==> config.mk <==
export PLATFORM = sky130hd
export DESIGN_NAME = npi_ctrl
export DESIGN_NICKNAME = d
export VERILOG_FILES = /design/src/npi_pkg.sv /design/src/npi_ctrl.sv
export SDC_FILE = /design/constraint.sdc
export NUM_CORES = 1
export LEC_CHECK = 0
export BUFFER_PORTS_ARGS = -buffer_cell sky130_fd_sc_hd__buf_2
export CORE_MARGIN = 3
export CORE_UTILIZATION = 40
export CTS_CLUSTER_SIZE = 10
export DETAILED_ROUTE_END_ITERATION = 10
export MAX_ROUTING_LAYER = met4
export PLACE_DENSITY = 0.54
export SLEW_MARGIN = 20
export SYNTH_ARGS = -nofsm -noshare
export SYNTH_HDL_FRONTEND = slang
export SYNTH_SLANG_ARGS = --single-unit
==> constraint.sdc <==
create_clock -name sys_clk_i -period 22.9 [get_ports sys_clk_i]
set_clock_uncertainty 0.2 [all_clocks]
set_input_delay 3.435 -clock sys_clk_i [delete_from_list [all_inputs] [get_ports sys_clk_i]]
set_output_delay 3.435 -clock sys_clk_i [all_outputs]
set_load 0.02 [all_outputs]
==> src/npi_pkg.sv <==
package npi_pkg;

  // Software level codes as held in the level bits
  localparam logic [1:0]  LVL0          = 2'h2;
  localparam logic [1:0]  LVL1          = 2'h1;
  localparam logic [1:0]  LVL2          = 2'h0;
  localparam logic [1:0]  LVL3          = 2'h3;

  // Vector table
  localparam int          NUM_VEC       = 14;
  localparam int          VIDX_W        = 4;
  localparam int          VEC_TLI       = 0;
  localparam logic [15:0] VEC_RESET     = 16'hfffe;
  localparam logic [15:0] VEC_TRAP      = 16'hfffc;
  localparam logic [15:0] VEC_BASE      = 16'hfffa;
  localparam logic [15:0] VEC_STEP      = 16'h0002;

  // Level bit positions in the condition code register
  localparam int          CC_HI_POS     = 5;
  localparam int          CC_LO_POS     = 3;

  // Register map, word indices
  localparam int          APB_AW        = 8;
  localparam int          REG_W         = 32;
  localparam logic [2:0]  IDX_PRIO3     = 3'h3;
  localparam logic [2:0]  IDX_SENSE     = 3'h4;
  localparam logic [2:0]  IDX_ENABLE    = 3'h5;
  localparam logic [2:0]  IDX_PENDING   = 3'h6;
  localparam logic [2:0]  IDX_STATUS    = 3'h7;
  localparam logic [7:0]  PRIO_RST      = 8'hff;
  localparam logic [7:0]  PRIO3_RO_MASK = 8'hf0;

  // External sense codes, one field per group; top-level edge bit above them
  localparam logic [1:0]  SENS_LOW      = 2'h0;
  localparam logic [1:0]  SENS_RISE     = 2'h1;
  localparam logic [1:0]  SENS_FALL     = 2'h2;
  localparam logic [1:0]  SENS_BOTH     = 2'h3;
  localparam int          EXT_VEC_BASE  = 2;

endpackage

==> src/npi_ctrl.sv <==
// Added by the designer: the APB slave port and the register offsets.
`timescale 1ns/1ps
// Notes on behaviour
// - Levels coded 0=10, 1=01, 2=00, 3=11; level 3 disables interrupts.
// - Four nesting levels and up to sixteen vectors at fixed positions.
// - Service starts only at the end of the current instruction.
// - Entry stacks program counter, index, accumulator and condition codes.
// - Entry loads the current level from the serviced vector's priority field; top-level loads level 3.
// - Program counter gets the vector's fixed top-of-memory address, then fetch.
// - Return pops the context, level bits included, resuming the previous level.
// - Highest software priority among pending requests wins.
// - Ties in software priority go to the highest hardware priority.
// - Hardware priorities are unique, so exactly one winner results.
// - Unserviced edge requests stay latched until they become the highest.
// - Top-level, reset and trap rank above all software priorities.
// - Reset and trap ignore the level; trap stacks, reset not; both go level 3.
// - An enabled top-level request wakes the processor from halt; reset and trap do not.
// - Trap instruction raises the trap; top-level may pre-empt a trap routine.
// - Reset wins first, its routine runs at level 3.
// - Maskable request serviced only if enabled and above current level.
// - Top-level request on a selected pin edge, serviced like a trap.
// - External lines wake from halt; sensitivity set by software.
// - Edge requests are latched and cleared on routine entry.
// - Several enabled pins of one group are ORed into one request.
// - Hardware order low to high: vectors 13 to 6, groups three to zero, vector 1, top-level.
// - Writing level-0 code into a priority field keeps its old value; reset all ones.
module npi_ctrl #(
  parameter int STACK_DEPTH = 8,
  parameter int EXT_GROUPS  = 4,
  parameter int GROUP_PINS  = 2
) (
  // Clock and reset
  input  wire logic                            sys_clk_i,
  input  wire logic                            rst_b_i,
  // APB slave
  input  wire logic                            psel_i,
  input  wire logic                            penable_i,
  input  wire logic                            pwrite_i,
  input  wire logic [npi_pkg::APB_AW-1:0]      paddr_i,
  input  wire logic [npi_pkg::REG_W-1:0]       pwdata_i,
  output logic      [npi_pkg::REG_W-1:0]       prdata_o,
  output logic                                 pready_o,
  output logic                                 pslverr_o,
  // Interrupt sources
  input  wire logic [npi_pkg::NUM_VEC-1:0]     irq_i,
  input  wire logic [EXT_GROUPS*GROUP_PINS-1:0] ext_pin_i,
  input  wire logic                            tli_pin_i,
  output logic      [npi_pkg::NUM_VEC-1:0]     ack_o,
  // CPU sequencer
  input  wire logic                            instr_end_i,
  input  wire logic                            trap_i,
  input  wire logic                            return_from_handler_i,
  input  wire logic                            halted_i,
  input  wire logic                            lvl_wr_i,
  input  wire logic [1:0]                      lvl_wdata_i,
  input  wire logic [15:0]                     pc_i,
  input  wire logic [7:0]                      x_i,
  input  wire logic [7:0]                      a_i,
  input  wire logic [7:0]                      cc_i,
  output logic                                 take_o,
  output logic                                 restore_o,
  output logic      [15:0]                     pc_o,
  output logic      [7:0]                      x_o,
  output logic      [7:0]                      a_o,
  output logic      [7:0]                      cc_o,
  output logic      [1:0]                      level_o,
  output logic                                 wake_o
);

  localparam int NV     = npi_pkg::NUM_VEC;
  localparam int EP     = EXT_GROUPS * GROUP_PINS;
  localparam int SENS_W = 2 * EXT_GROUPS + 1;
  localparam int SPW    = $clog2(STACK_DEPTH + 1);
  localparam int CTX_W  = 16 + 8 + 8 + 8 + 1;

  if (STACK_DEPTH < 1 || EXT_GROUPS < 1 || GROUP_PINS < 1 ||
      npi_pkg::EXT_VEC_BASE + EXT_GROUPS > NV || SENS_W > npi_pkg::REG_W) begin : g_bad
    $error("npi_ctrl: unsupported parameter values");
  end

  typedef struct packed {
    logic [31:0]                   prio;
    logic [SENS_W-1:0]             sense;
    logic [NV-1:0]                 en;
    logic [EP-1:0]                 ext_s1;
    logic [EP-1:0]                 ext_s2;
    logic [EP-1:0]                 ext_prev;
    logic [EXT_GROUPS-1:0]         ext_lat;
    logic                          tli_s1;
    logic                          tli_s2;
    logic                          tli_prev;
    logic                          tli_lat;
    logic [1:0]                    level;
    logic                          in_trap;
    logic                          reset_pend;
    logic [SPW-1:0]                sp;
    logic [STACK_DEPTH-1:0][CTX_W-1:0] stack;
    logic                          take;
    logic                          restore;
    logic [15:0]                   pc;
    logic [7:0]                    x;
    logic [7:0]                    a;
    logic [7:0]                    cc;
    logic [NV-1:0]                 ack;
    logic                          wake;
    logic                          pready;
    logic                          pslverr;
    logic [31:0]                   prdata;
  } npi_state_t;

  npi_state_t s_r;
  npi_state_t s_nxt;

  // Level code to rank 0..3
  function automatic logic [1:0] lvl_rank(input logic [1:0] code);
    case (code)
      npi_pkg::LVL0: lvl_rank = 2'h0;
      npi_pkg::LVL1: lvl_rank = 2'h1;
      npi_pkg::LVL2: lvl_rank = 2'h2;
      default:       lvl_rank = 2'h3;
    endcase
  endfunction

  // Address decode shared by read and write paths
  function automatic logic reg_ok(input logic [npi_pkg::APB_AW-1:0] addr);
    reg_ok = (addr[1:0] == 2'h0) && (addr[npi_pkg::APB_AW-1:5] == '0);
  endfunction

  // Level-0 codes in a written byte leave the stored field alone
  function automatic logic [7:0] prio_merge(input logic [7:0] old_v, input logic [7:0] new_v);
    prio_merge = old_v;
    for (int f = 0; f < 4; f++) begin
      if (new_v[2*f +: 2] != npi_pkg::LVL0) begin
        prio_merge[2*f +: 2] = new_v[2*f +: 2];
      end
    end
  endfunction

  logic [NV-1:0]         pend;
  logic [NV-1:0]         elig;
  logic [EXT_GROUPS-1:0] ext_set;
  logic                  tli_set;
  logic                  found;
  logic [npi_pkg::VIDX_W-1:0] best_v;
  logic [2:0]            best_rank;

  // Edge detection, request gathering and arbitration
  always_comb begin
    logic [EP-1:0] rise;
    logic [EP-1:0] fall;
    logic [2:0]    eff;
    rise = s_r.ext_s2 & ~s_r.ext_prev;
    fall = ~s_r.ext_s2 & s_r.ext_prev;
    eff  = 3'h0;
    pend = irq_i;
    for (int g = 0; g < EXT_GROUPS; g++) begin
      case (s_r.sense[2*g +: 2])
        npi_pkg::SENS_RISE: ext_set[g] = |rise[g*GROUP_PINS +: GROUP_PINS];
        npi_pkg::SENS_FALL: ext_set[g] = |fall[g*GROUP_PINS +: GROUP_PINS];
        npi_pkg::SENS_BOTH: ext_set[g] = |(rise[g*GROUP_PINS +: GROUP_PINS] |
                                           fall[g*GROUP_PINS +: GROUP_PINS]);
        default:            ext_set[g] = 1'b0;
      endcase
      // Low-level sense is not latched: it requests while any pin stays low
      pend[npi_pkg::EXT_VEC_BASE + g] = irq_i[npi_pkg::EXT_VEC_BASE + g] | s_r.ext_lat[g] |
          ((s_r.sense[2*g +: 2] == npi_pkg::SENS_LOW) &&
           !(&s_r.ext_s2[g*GROUP_PINS +: GROUP_PINS]));
    end
    tli_set = s_r.sense[SENS_W-1] ? (s_r.tli_s2 & ~s_r.tli_prev)
                                  : (~s_r.tli_s2 & s_r.tli_prev);
    pend[npi_pkg::VEC_TLI] = irq_i[npi_pkg::VEC_TLI] | s_r.tli_lat;
    for (int v = 0; v < NV; v++) begin
      if (v == npi_pkg::VEC_TLI) begin
        elig[v] = s_r.en[v] && pend[v] &&
                  (s_r.level != npi_pkg::LVL3 || s_r.in_trap);
      end else begin
        elig[v] = s_r.en[v] && pend[v] &&
                  (lvl_rank(s_r.prio[2*v +: 2]) > lvl_rank(s_r.level));
      end
    end
    found     = 1'b0;
    best_v    = '0;
    best_rank = 3'h0;
    // Walk from lowest hardware priority up so ties land on the lower index
    for (int v = NV - 1; v >= 0; v--) begin
      eff = (v == npi_pkg::VEC_TLI) ? 3'h4 : {1'b0, lvl_rank(s_r.prio[2*v +: 2])};
      if (elig[v] && (!found || eff >= best_rank)) begin
        found     = 1'b1;
        best_v    = npi_pkg::VIDX_W'(v);
        best_rank = eff;
      end
    end
  end

  always_comb begin
    logic [2:0]       ridx;
    logic [31:0]      rval;
    logic [CTX_W-1:0] top;
    logic [SPW-1:0]   sp_m1;
    s_nxt        = s_r;
    ridx         = paddr_i[4:2];
    rval         = '0;
    sp_m1        = s_r.sp - 1'b1;
    top          = s_r.stack[sp_m1];
    s_nxt.take   = 1'b0;
    s_nxt.restore = 1'b0;
    s_nxt.ack    = '0;
    // Pins pass two flops before any logic sees them
    s_nxt.ext_s1   = ext_pin_i;
    s_nxt.ext_s2   = s_r.ext_s1;
    s_nxt.ext_prev = s_r.ext_s2;
    s_nxt.tli_s1   = tli_pin_i;
    s_nxt.tli_s2   = s_r.tli_s1;
    s_nxt.tli_prev = s_r.tli_s2;

    if (s_r.reset_pend) begin
      s_nxt.reset_pend = 1'b0;
      s_nxt.take       = 1'b1;
      s_nxt.pc         = npi_pkg::VEC_RESET;
      s_nxt.level      = npi_pkg::LVL3;
      s_nxt.in_trap    = 1'b0;
    end else if (instr_end_i && (trap_i || found)) begin
      // A full stack drops the push silently, as the processor would overflow
      if (s_r.sp < SPW'(STACK_DEPTH)) begin
        s_nxt.stack[s_r.sp] = {pc_i, x_i, a_i, cc_i[7:6], s_r.level[1], cc_i[4],
                               s_r.level[0], cc_i[2:0], s_r.in_trap};
        s_nxt.sp = s_r.sp + 1'b1;
      end
      s_nxt.take = 1'b1;
      if (trap_i) begin
        s_nxt.pc      = npi_pkg::VEC_TRAP;
        s_nxt.level   = npi_pkg::LVL3;
        s_nxt.in_trap = 1'b1;
      end else begin
        s_nxt.pc = npi_pkg::VEC_BASE - 16'(npi_pkg::VEC_STEP * best_v);
        s_nxt.level = (best_v == npi_pkg::VIDX_W'(npi_pkg::VEC_TLI)) ? npi_pkg::LVL3
                      : s_r.prio[2*best_v +: 2];
        s_nxt.in_trap = 1'b0;
        s_nxt.ack[best_v] = 1'b1;
      end
    end else if (return_from_handler_i && s_r.sp != '0) begin
      s_nxt.sp      = sp_m1;
      s_nxt.restore = 1'b1;
      {s_nxt.pc, s_nxt.x, s_nxt.a, s_nxt.cc, s_nxt.in_trap} = top;
      s_nxt.level   = {top[1 + npi_pkg::CC_HI_POS], top[1 + npi_pkg::CC_LO_POS]};
    end else if (lvl_wr_i) begin
      s_nxt.level = lvl_wdata_i;
    end

    // Set wins over the entry-time clear
    for (int g = 0; g < EXT_GROUPS; g++) begin
      s_nxt.ext_lat[g] = (s_r.ext_lat[g] & ~s_nxt.ack[npi_pkg::EXT_VEC_BASE + g])
                         | ext_set[g];
    end
    s_nxt.tli_lat = (s_r.tli_lat & ~s_nxt.ack[npi_pkg::VEC_TLI]) | tli_set;
    s_nxt.wake = halted_i && |(pend & s_r.en &
        ((NV)'(((1 << EXT_GROUPS) - 1) << npi_pkg::EXT_VEC_BASE) | (NV)'(1)));

    // APB: one wait state, write lands on the completing edge
    s_nxt.pready  = 1'b0;
    s_nxt.pslverr = 1'b0;
    if (psel_i && penable_i && !s_r.pready) begin
      case (ridx)
        npi_pkg::IDX_SENSE:   rval = 32'(s_r.sense);
        npi_pkg::IDX_ENABLE:  rval = 32'(s_r.en);
        npi_pkg::IDX_PENDING: rval = 32'(pend);
        npi_pkg::IDX_STATUS:  rval = 32'({s_r.sp, s_r.in_trap, s_r.level});
        default:              rval = {24'h000000, s_r.prio[8*ridx[1:0] +: 8]};
      endcase
      s_nxt.pready  = 1'b1;
      s_nxt.pslverr = !reg_ok(paddr_i);
      s_nxt.prdata  = (pwrite_i || !reg_ok(paddr_i)) ? 32'h00000000 : rval;
    end
    if (psel_i && penable_i && s_r.pready && pwrite_i && reg_ok(paddr_i)) begin
      case (ridx)
        npi_pkg::IDX_SENSE:   s_nxt.sense = pwdata_i[SENS_W-1:0];
        npi_pkg::IDX_ENABLE:  s_nxt.en = pwdata_i[NV-1:0];
        npi_pkg::IDX_PENDING: s_nxt.en = s_r.en;
        npi_pkg::IDX_STATUS:  s_nxt.en = s_r.en;
        npi_pkg::IDX_PRIO3:
          s_nxt.prio[31:24] = (prio_merge(s_r.prio[31:24], pwdata_i[7:0]) &
                               ~npi_pkg::PRIO3_RO_MASK) |
                              (s_r.prio[31:24] & npi_pkg::PRIO3_RO_MASK);
        default:
          s_nxt.prio[8*ridx[1:0] +: 8] = prio_merge(s_r.prio[8*ridx[1:0] +: 8],
                                                    pwdata_i[7:0]);
      endcase
    end
  end

  always_ff @(posedge sys_clk_i or negedge rst_b_i) begin
    if (!rst_b_i) begin
      s_r            <= '0;
      s_r.prio       <= {4{npi_pkg::PRIO_RST}};
      s_r.level      <= npi_pkg::LVL3;
      s_r.reset_pend <= 1'b1;
      s_r.ext_s1     <= '1;
      s_r.ext_s2     <= '1;
      s_r.ext_prev   <= '1;
      s_r.tli_s1     <= 1'b1;
      s_r.tli_s2     <= 1'b1;
      s_r.tli_prev   <= 1'b1;
    end else begin
      s_r <= s_nxt;
    end
  end

  assign prdata_o  = s_r.prdata;
  assign pready_o  = s_r.pready;
  assign pslverr_o = s_r.pslverr;
  assign ack_o     = s_r.ack;
  assign take_o    = s_r.take;
  assign restore_o = s_r.restore;
  assign pc_o      = s_r.pc;
  assign x_o       = s_r.x;
  assign a_o       = s_r.a;
  assign cc_o      = s_r.cc;
  assign level_o   = s_r.level;
  assign wake_o    = s_r.wake;

  for (genvar v = 1; v < NV; v++) begin : g_chk

  end
endmodule

[Yosys cells after proc, flatten, opt, wreduce, memory -nomap -nowiden]
Cells that the tools add are included.
Operators by class
  $add $sub $neg: 4
  magnitude comparators: 32
  equality and inequality tests: 51
  shift-type cells: 4
  multiplexer cells: 111
  bitwise gates (word level): 42
  reduce and logical (&&, ||, !) cells: 142
Operator list (number)
  2-to-1 mux 332 bit: 1
  bitwise mux 328 bit: 1
  binary-select mux 41 bit (select 3 bit): 1
  demux 41 bit (select 3 bit): 1
  2-to-1 mux 41 bit: 3
  one-hot mux 2 bit (3 select lines): 14
  2-to-1 mux 4 bit: 16
  logical AND 1 bit: 56
  one-hot mux 14 bit (4 select lines): 1
  2-to-1 mux 16 bit: 3
  2-to-1 mux 3 bit: 15
  == test 2 bit, second input constant: 22
  2-to-1 mux 2 bit: 22
  2-to-1 mux 14 bit: 3
  logical NOT 2 bit: 19
  == test 2 x 1 -> 1 bit, second input constant: 18
  greater-or-equal comparator 2 x 3 -> 1 bit: 12
  2-to-1 mux 34 bit: 1
  negation 5 -> 34 bit: 1
  variable shift 8 x 34 -> 32 bit, first input constant: 1
  variable part select 8 x 34 -> 32 bit: 1
  bitwise mux 32 bit: 1
  2-to-1 mux 32 bit: 1
  variable part select 32 x 6 -> 2 bit: 1
  37 further kinds: 171
Word-level totals
  bits in registers: 514
  bits of input ports: 115
  word-level logic and storage cells: 421

[Depth between registers and ports, before layout]
  word-level depth: 67
  depth in mapped cells: 95
  mapped depth without buffers: 94

[Worst setup path before layout]
No wires, ideal clock.
  path kind: input to register
  from: input irq_i[13] in the netlist's numbering
  to: register s_r, in the netlist level_o[0]
  library setup time: 0.088 ns
  data arrival time: 17.589 ns
  setup slack: 5.022 ns
  stages on the path: 82
  buffers on the path: 1
  cell sequence: o2111ai_2 nor2_1 ha_1 nand2b_1 a21oi_1 nor2_1 o32ai_1 ha_1 nand2b_1 a21oi_1 a21boi_1 nor2_1 nor2_1 a21oi_1 ha_1 nand2b_1 a21oi_1 o31a_1 [... 46 more ...] buf_4 mux2i_1 ha_1 a21boi_0 o31ai_2 nand2b_1 o221ai_1 ha_1 nand2b_1 a21oi_1 a21oi_1 a21oi_1 nor2_1 a31oi_4 mux2_2 a21o_1 o32ai_1 o21ai_1
On the way
  longest elaborated chain between the ends: 60
  elaborated cells on any way between the ends: 104
  classes of those cells: 13 x order compare; 1 x shift; 45 x mux; 45 x reduce/logical
RTL lines
  start, declared: RTL line npi_ctrl.sv:45  | input wire logic [npi_pkg::NUM_VEC-1:0] irq_i,
  logical AND 1 bit * (2 in series): RTL line npi_ctrl.sv:177  | elig[v] = s_r.en[v] && pend[v] &&
  2-to-1 mux 2 bit or 2-to-1 mux 1 bit (tied branches): RTL line npi_ctrl.sv:187  | if (elig[v] && (!found || eff >= best_rank)) begin
  greater-or-equal comparator 2 x 3 -> 1 bit or logical NOT 1 bit (tied branches): RTL line npi_ctrl.sv:187
  logical OR 1 bit: RTL line npi_ctrl.sv:187
  logical AND 1 bit: RTL line npi_ctrl.sv:187
  2-to-1 mux 3 bit or 2-to-1 mux 1 bit (tied branches): RTL line npi_ctrl.sv:187
  greater-or-equal comparator 2 x 3 -> 1 bit or logical NOT 1 bit (tied branches): RTL line npi_ctrl.sv:187
  logical OR 1 bit: RTL line npi_ctrl.sv:187
  [... 43 more ...]
  logical OR 1 bit: RTL line npi_ctrl.sv:187
  logical AND 1 bit: RTL line npi_ctrl.sv:187
  2-to-1 mux 4 bit: RTL line npi_ctrl.sv:187
  variable part select 32 x 6 -> 2 bit or logical NOT 4 bit (tied branches): RTL line npi_ctrl.sv:237, npi_ctrl.sv:236
  2-to-1 mux 2 bit: RTL line npi_ctrl.sv:236  | s_nxt.level = (best_v == npi_pkg::VIDX_W'(npi_pkg::VEC_TLI)) ? npi_pkg::LVL3
  2-to-1 mux 3 bit: RTL line npi_ctrl.sv:230  | if (trap_i) begin
  2-to-1 mux 3 bit: RTL line npi_ctrl.sv:222  | end else if (instr_end_i && (trap_i || found)) begin
  2-to-1 mux 3 bit: RTL line npi_ctrl.sv:216  | if (s_r.reset_pend) begin
  end signal, assigned: RTL line npi_ctrl.sv:304  | s_r <= s_nxt;
  end, declared: RTL line npi_ctrl.sv:111  | npi_state_t s_r;
Every way passes the cells marked *; elsewhere a longest branch is shown, timed or not.
A chain may end at the register's enable or synchronous reset.

[Worst setup path in the final report]
Same ends and word-level chain as after synthesis.

==> tab_implementation.tex <==
\begin{tabular}{lr}
\hline
Metric & Value \\
\hline
\multicolumn{2}{l}{\textbf{Critical path}} \\
\quad CP max-delay cell & sky130\_fd\_sc\_hd\_\_o31ai\_2 \\
\quad Setup slack of the most critical reg-to-reg path & 3.79 ns \\
\quad Worst r2r path cells & 87 \\
\quad Type of origin of the critical path & input pin \\
\quad End of the worst register-to-register path & level\_o[0] \\
\quad Category of the most critical setup path & input pin to flip-flop \\
\quad Start of the worst register-to-register path & level\_o[1] \\
\quad Sort of element at the end of the critical path & flip-flop \\
\quad Maximum net fanout on the critical path & 8 \\
\quad Required @ worst endpoint & 23.23 ns \\
\quad Crit path top cell by count & sky130\_fd\_sc\_hd\_\_a21oi\_1 \\
\quad Arrival time of data at the critical path endpoint & 20.47 ns \\
\quad Crit-path max cell delay & 0.56 ns \\
\multicolumn{2}{l}{\textbf{Timing}} \\
\quad Worst slew pin tran & 1.06 ns \\
\quad Total count of max-transition violations in the final report & 0 \\
\quad Time the final worst path needs with I/O delays and setup & 20.13 ns \\
\quad Unrepaired setup endpoints after global routing & no \\
\quad F\_max & 49.7 MHz \\
\quad Final Hold Vio Count & 0 \\
\quad Part of the cycle the worst path needs & 0.879 \\
\quad Relative max-transition margin & 0.286 \\
\quad Final-report setup violation count & 0 \\
\quad Setup total negative slack & 0 ns \\
\quad Worst Setup Slack, final & 2.77 ns \\
\multicolumn{2}{l}{\textbf{Route}} \\
\quad Violation count after the first detailed-routing iteration & 900 \\
\quad Antenna violation net count after detailed routing & 0 \\
\quad DR vias & 15900 \\
\quad Drt drc & 0 \\
\quad Routed Wire Length & 64400 um \\
\quad Number of iterations in the first detailed-routing pass & 6 \\
\quad Mean routed wirelength per cell & 22.3 um \\
\quad Vias per Instance & 5.49 \\
\multicolumn{2}{l}{\textbf{Floorplanning}} \\
\quad Chip width & 256 um \\
\quad Effective utilization at floorplan & 0.409 \\
\quad Core footprint & 0.0610 mm\^{}2 \\
\quad Chip height & 256 um \\
\quad I/O Pins & 208 \\
\quad Die Footprint & 0.0654 mm\^{}2 \\
\quad Std-Cell Rows & 90 \\
\multicolumn{2}{l}{\textbf{Logic synthesis}} \\
\quad Dominant cell by count in the synthesized netlist & sky130\_fd\_sc\_hd\_\_dfrtp\_1 \\
\quad Leading post-synthesis cells by instance count & 434 x sky130\_fd\_sc\_hd\_\_dfrtp\_1, 347 x sky130\_fd\_sc\_hd\_\_mux2\_2, 122 x sky130\_fd\_sc\_hd\_\_nand2\_1, 99 x sky130\_fd\_sc\_hd\_\_ha\_1, 90 x sky130\_fd\_sc\_hd\_\_mux4\_2 \\
\quad Share of synthesized area occupied by flip-flops and latches & 0.501 \\
\quad Distinct cell type count of the synthesized netlist & 75 \\
\quad Post-synthesis register bit count & 496 \\
\quad Syn. warnings & 0 \\
\quad Async S/R FF share, synth & 1.00 \\
\quad Number of flops mapped to enable cells by yosys & 0 \\
\quad Dominant synthesized flop cell & sky130\_fd\_sc\_hd\_\_dfrtp\_1 \\
\quad Cell type with the highest aggregate area in the netlist & sky130\_fd\_sc\_hd\_\_dfrtp\_1 \\
\quad Post-Syn Area per Cell & 12.9 um\^{}2 \\
\quad Gate count of the mapped netlist & 1929 \\
\quad Synth area leaders & sky130\_fd\_sc\_hd\_\_dfrtp\_1 44\%, sky130\_fd\_sc\_hd\_\_mux2\_2 16\%, sky130\_fd\_sc\_hd\_\_mux4\_2 8.1\% \\
\quad Synth Cell Area & 0.0249 mm\^{}2 \\
\quad Share of Yosys cell area claimed by the top area cell type & 0.435 \\
\multicolumn{2}{l}{\textbf{Layout}} \\
\quad Nets & 2232 \\
\quad Non-filler instance count after layout & 2890 \\
\quad Share of layout cells above drive strength 1 & 0.385 \\
\quad Final standard cell area without fillers & 0.0279 mm\^{}2 \\
\quad Growth of design area from synthesis to finish & 11.7\% \\
\multicolumn{2}{l}{\textbf{Global routing}} \\
\quad Initial antenna violation count & 11 \\
\quad Via count of the first global-routing pass & 16600 \\
\quad Wire length of the first global-routing pass & 99800 um \\
\quad Overflow left after global routing & 0 \\
\quad Tot GR Track Use & 0.201 \\
\quad Maximum number of pins on one net before global-route repair & 175 \\
\multicolumn{2}{l}{\textbf{CTS}} \\
\quad TritonCTS clock tree & done \\
\quad Clock buffer count from CTS & 57 \\
\quad TritonCTS sink count & 496 \\
\quad Clock-pin slew on the worst setup and hold paths & 0.06 ns \\
\quad Clock latency at the later pin of the worst-skew pair & 0.60 ns \\
\quad Number of H-tree levels & 2 \\
\quad Clock Root Buffer & sky130\_fd\_sc\_hd\_\_clkbuf\_16 \\
\quad Number of buffers inserted by post-CTS setup repair & 0 \\
\quad Hold-fix buffers, CTS & 0 \\
\quad Clock Tree Buf Depth & 3 \\
\quad Post-CTS resize count & 0 \\
\multicolumn{2}{l}{\textbf{Placement}} \\
\quad Worst slack, placed & 2.38 ns \\
\quad Final HPWL DP & 40900 um \\
\quad RePlAce Congestion & 0.891 \\
\quad Post-DP Area & 0.0262 mm\^{}2 \\
\quad Placed cells & 2787 \\
\quad Number of I/O port buffers & 169 \\
\multicolumn{2}{l}{\textbf{Worst hold path}} \\
\quad Hold/Removal Path Class & flip-flop to flip-flop \\
\quad Cell depth of the worst min-delay path & 0 \\
\quad Min-Delay Startpoint & s\_nxt[429] \\
\quad Worst-case hold path end point & s\_nxt[428] \\
\multicolumn{2}{l}{\textbf{Power and ir drop}} \\
\quad Share of total power consumed by net switching & 0.314 \\
\quad Flop pwr share & 0.414 \\
\quad Combinational fraction of design power & 0.328 \\
\quad Leakage power & 12.7 nW \\
\quad Part of the power in the clock network & 0.258 \\
\quad Power Dens Cells & 117 mW/mm\^{}2 \\
\quad Internal Dissipation & 2.23 mW \\
\quad Net switching component of the power & 1.02 mW \\
\quad Maximum vdd ir drop & 116 uV \\
\multicolumn{2}{l}{\textbf{Run}} \\
\quad Count of max-cap constraint violations & 0 \\
\multicolumn{2}{l}{\textbf{Run status}} \\
\quad Result of the run & completed \\
\hline
\end{tabular}
## placed cells by master, fill, tap and decap left out, types with 31 or more instances in the layout
cell,count
sky130_fd_sc_hd__buf_2,168
sky130_fd_sc_hd__ha_1,98
sky130_fd_sc_hd__nor2_1,82
sky130_fd_sc_hd__mux4_2,90
sky130_fd_sc_hd__o21ai_0,65
sky130_fd_sc_hd__mux2i_1,56
sky130_fd_sc_hd__a21oi_1,58
sky130_fd_sc_hd__clkbuf_1,31
sky130_fd_sc_hd__mux2_2,347
sky130_fd_sc_hd__clkbuf_16,58
sky130_fd_sc_hd__inv_1,57
sky130_fd_sc_hd__nand2_1,122
sky130_fd_sc_hd__o31ai_1,32
sky130_fd_sc_hd__dfstp_2,62
sky130_fd_sc_hd__dfrtp_1,433
## per-stage QoR
stage | utilization | hold WS [ns] | power, mW
3_5_place_dp | 0.429 | 0.149 | 2.45
6_report | 0.457 | 0.156 | 3.25
3_3_place_gp | 0.429 | 0.147 | 2.40
2_1_floorplan | - | 0.145 | 2.16
4_1_cts | 0.456 | 0.156 | 3.30
5_1_grt | 0.457 | 0.161 | 3.44
## cell type report
type / instances / area [um^2]
fill: 5605 / 33200
tap: 828 / 1040
antenna: 7 / 17.5
multi-input combinational: 1214 / 11400
clock buffer: 91 / 1600
clock inverter: 5 / 78.8
inverter: 59 / 221
sequential: 496 / 12500
timing repair buffer: 190 / 1040
## metal layers
layer	routed length [um]	vias to the layer above	global-route usage
li1	-	7168	-
met1	27900	8232	0.253
met2	31000	362	0.327
met3	3420	110	0.0404
met4	2030	0	0.0621
met5	0	-	-
## worst max-delay path, delay by kind of cell
family / cells / cell delay, ns
compound gates: 40 / 8.98
fa+ha+maj: 13 / 3.64
buf+inv: 4 / 0.35
mux: 3 / 0.87
simple gates: 23 / 3.20
## power groups by stage
stage	sequential, mW	clock (mW)	combinational [mW]
floorplan	1.27	0	0.891
global placement	1.34	0	1.06
detailed placement	1.36	0	1.09
CTS	1.35	0.865	1.09
global route	1.38	0.900	1.16
finish	1.34	0.838	1.07
## state kept, by name (all words and copies together), names as in the netlist
| register | count |
|---|---|
| a_o | 8 |
| ack_o | 14 |
| cc_o | 8 |
| level_o | 2 |
| pc_o | 16 |
| prdata_o | 14 |
| pready_o | 1 |
| pslverr_o | 1 |
| restore_o | 1 |
| s_nxt | 18 |
| s_r | 403 |
| take_o | 1 |
| wake_o | 1 |
| x_o | 8 |
## kinds of logic after synthesis
| family | count (synthesis) | share of synthesized area |
|---|---|---|
| flops | 496 | 0.501 |
| mux | 493 | 0.260 |
| compound gates | 303 | 0.0840 |
| simple gates | 296 | 0.0544 |
| buf+inv | 237 | 0.0493 |
| fa+ha+maj | 100 | 0.0501 |
| xor+xnor | 3 | 0.00105 |
| other cells | 1 | 0.000150 |
## worst max-delay path by stage
stage               cells after the start    endpoint  startpoint
floorplan                              82  level_o[0]   irq_i[13]
global placement                       81  level_o[0]   irq_i[13]
detailed placement                     82  level_o[0]   irq_i[13]
CTS                                    83  level_o[0]   irq_i[13]
global route                           83   ack_o[10]   irq_i[13]
finish                                 83  level_o[0]   irq_i[13]
No activity file was read; power rests on OpenSTA's default activity.
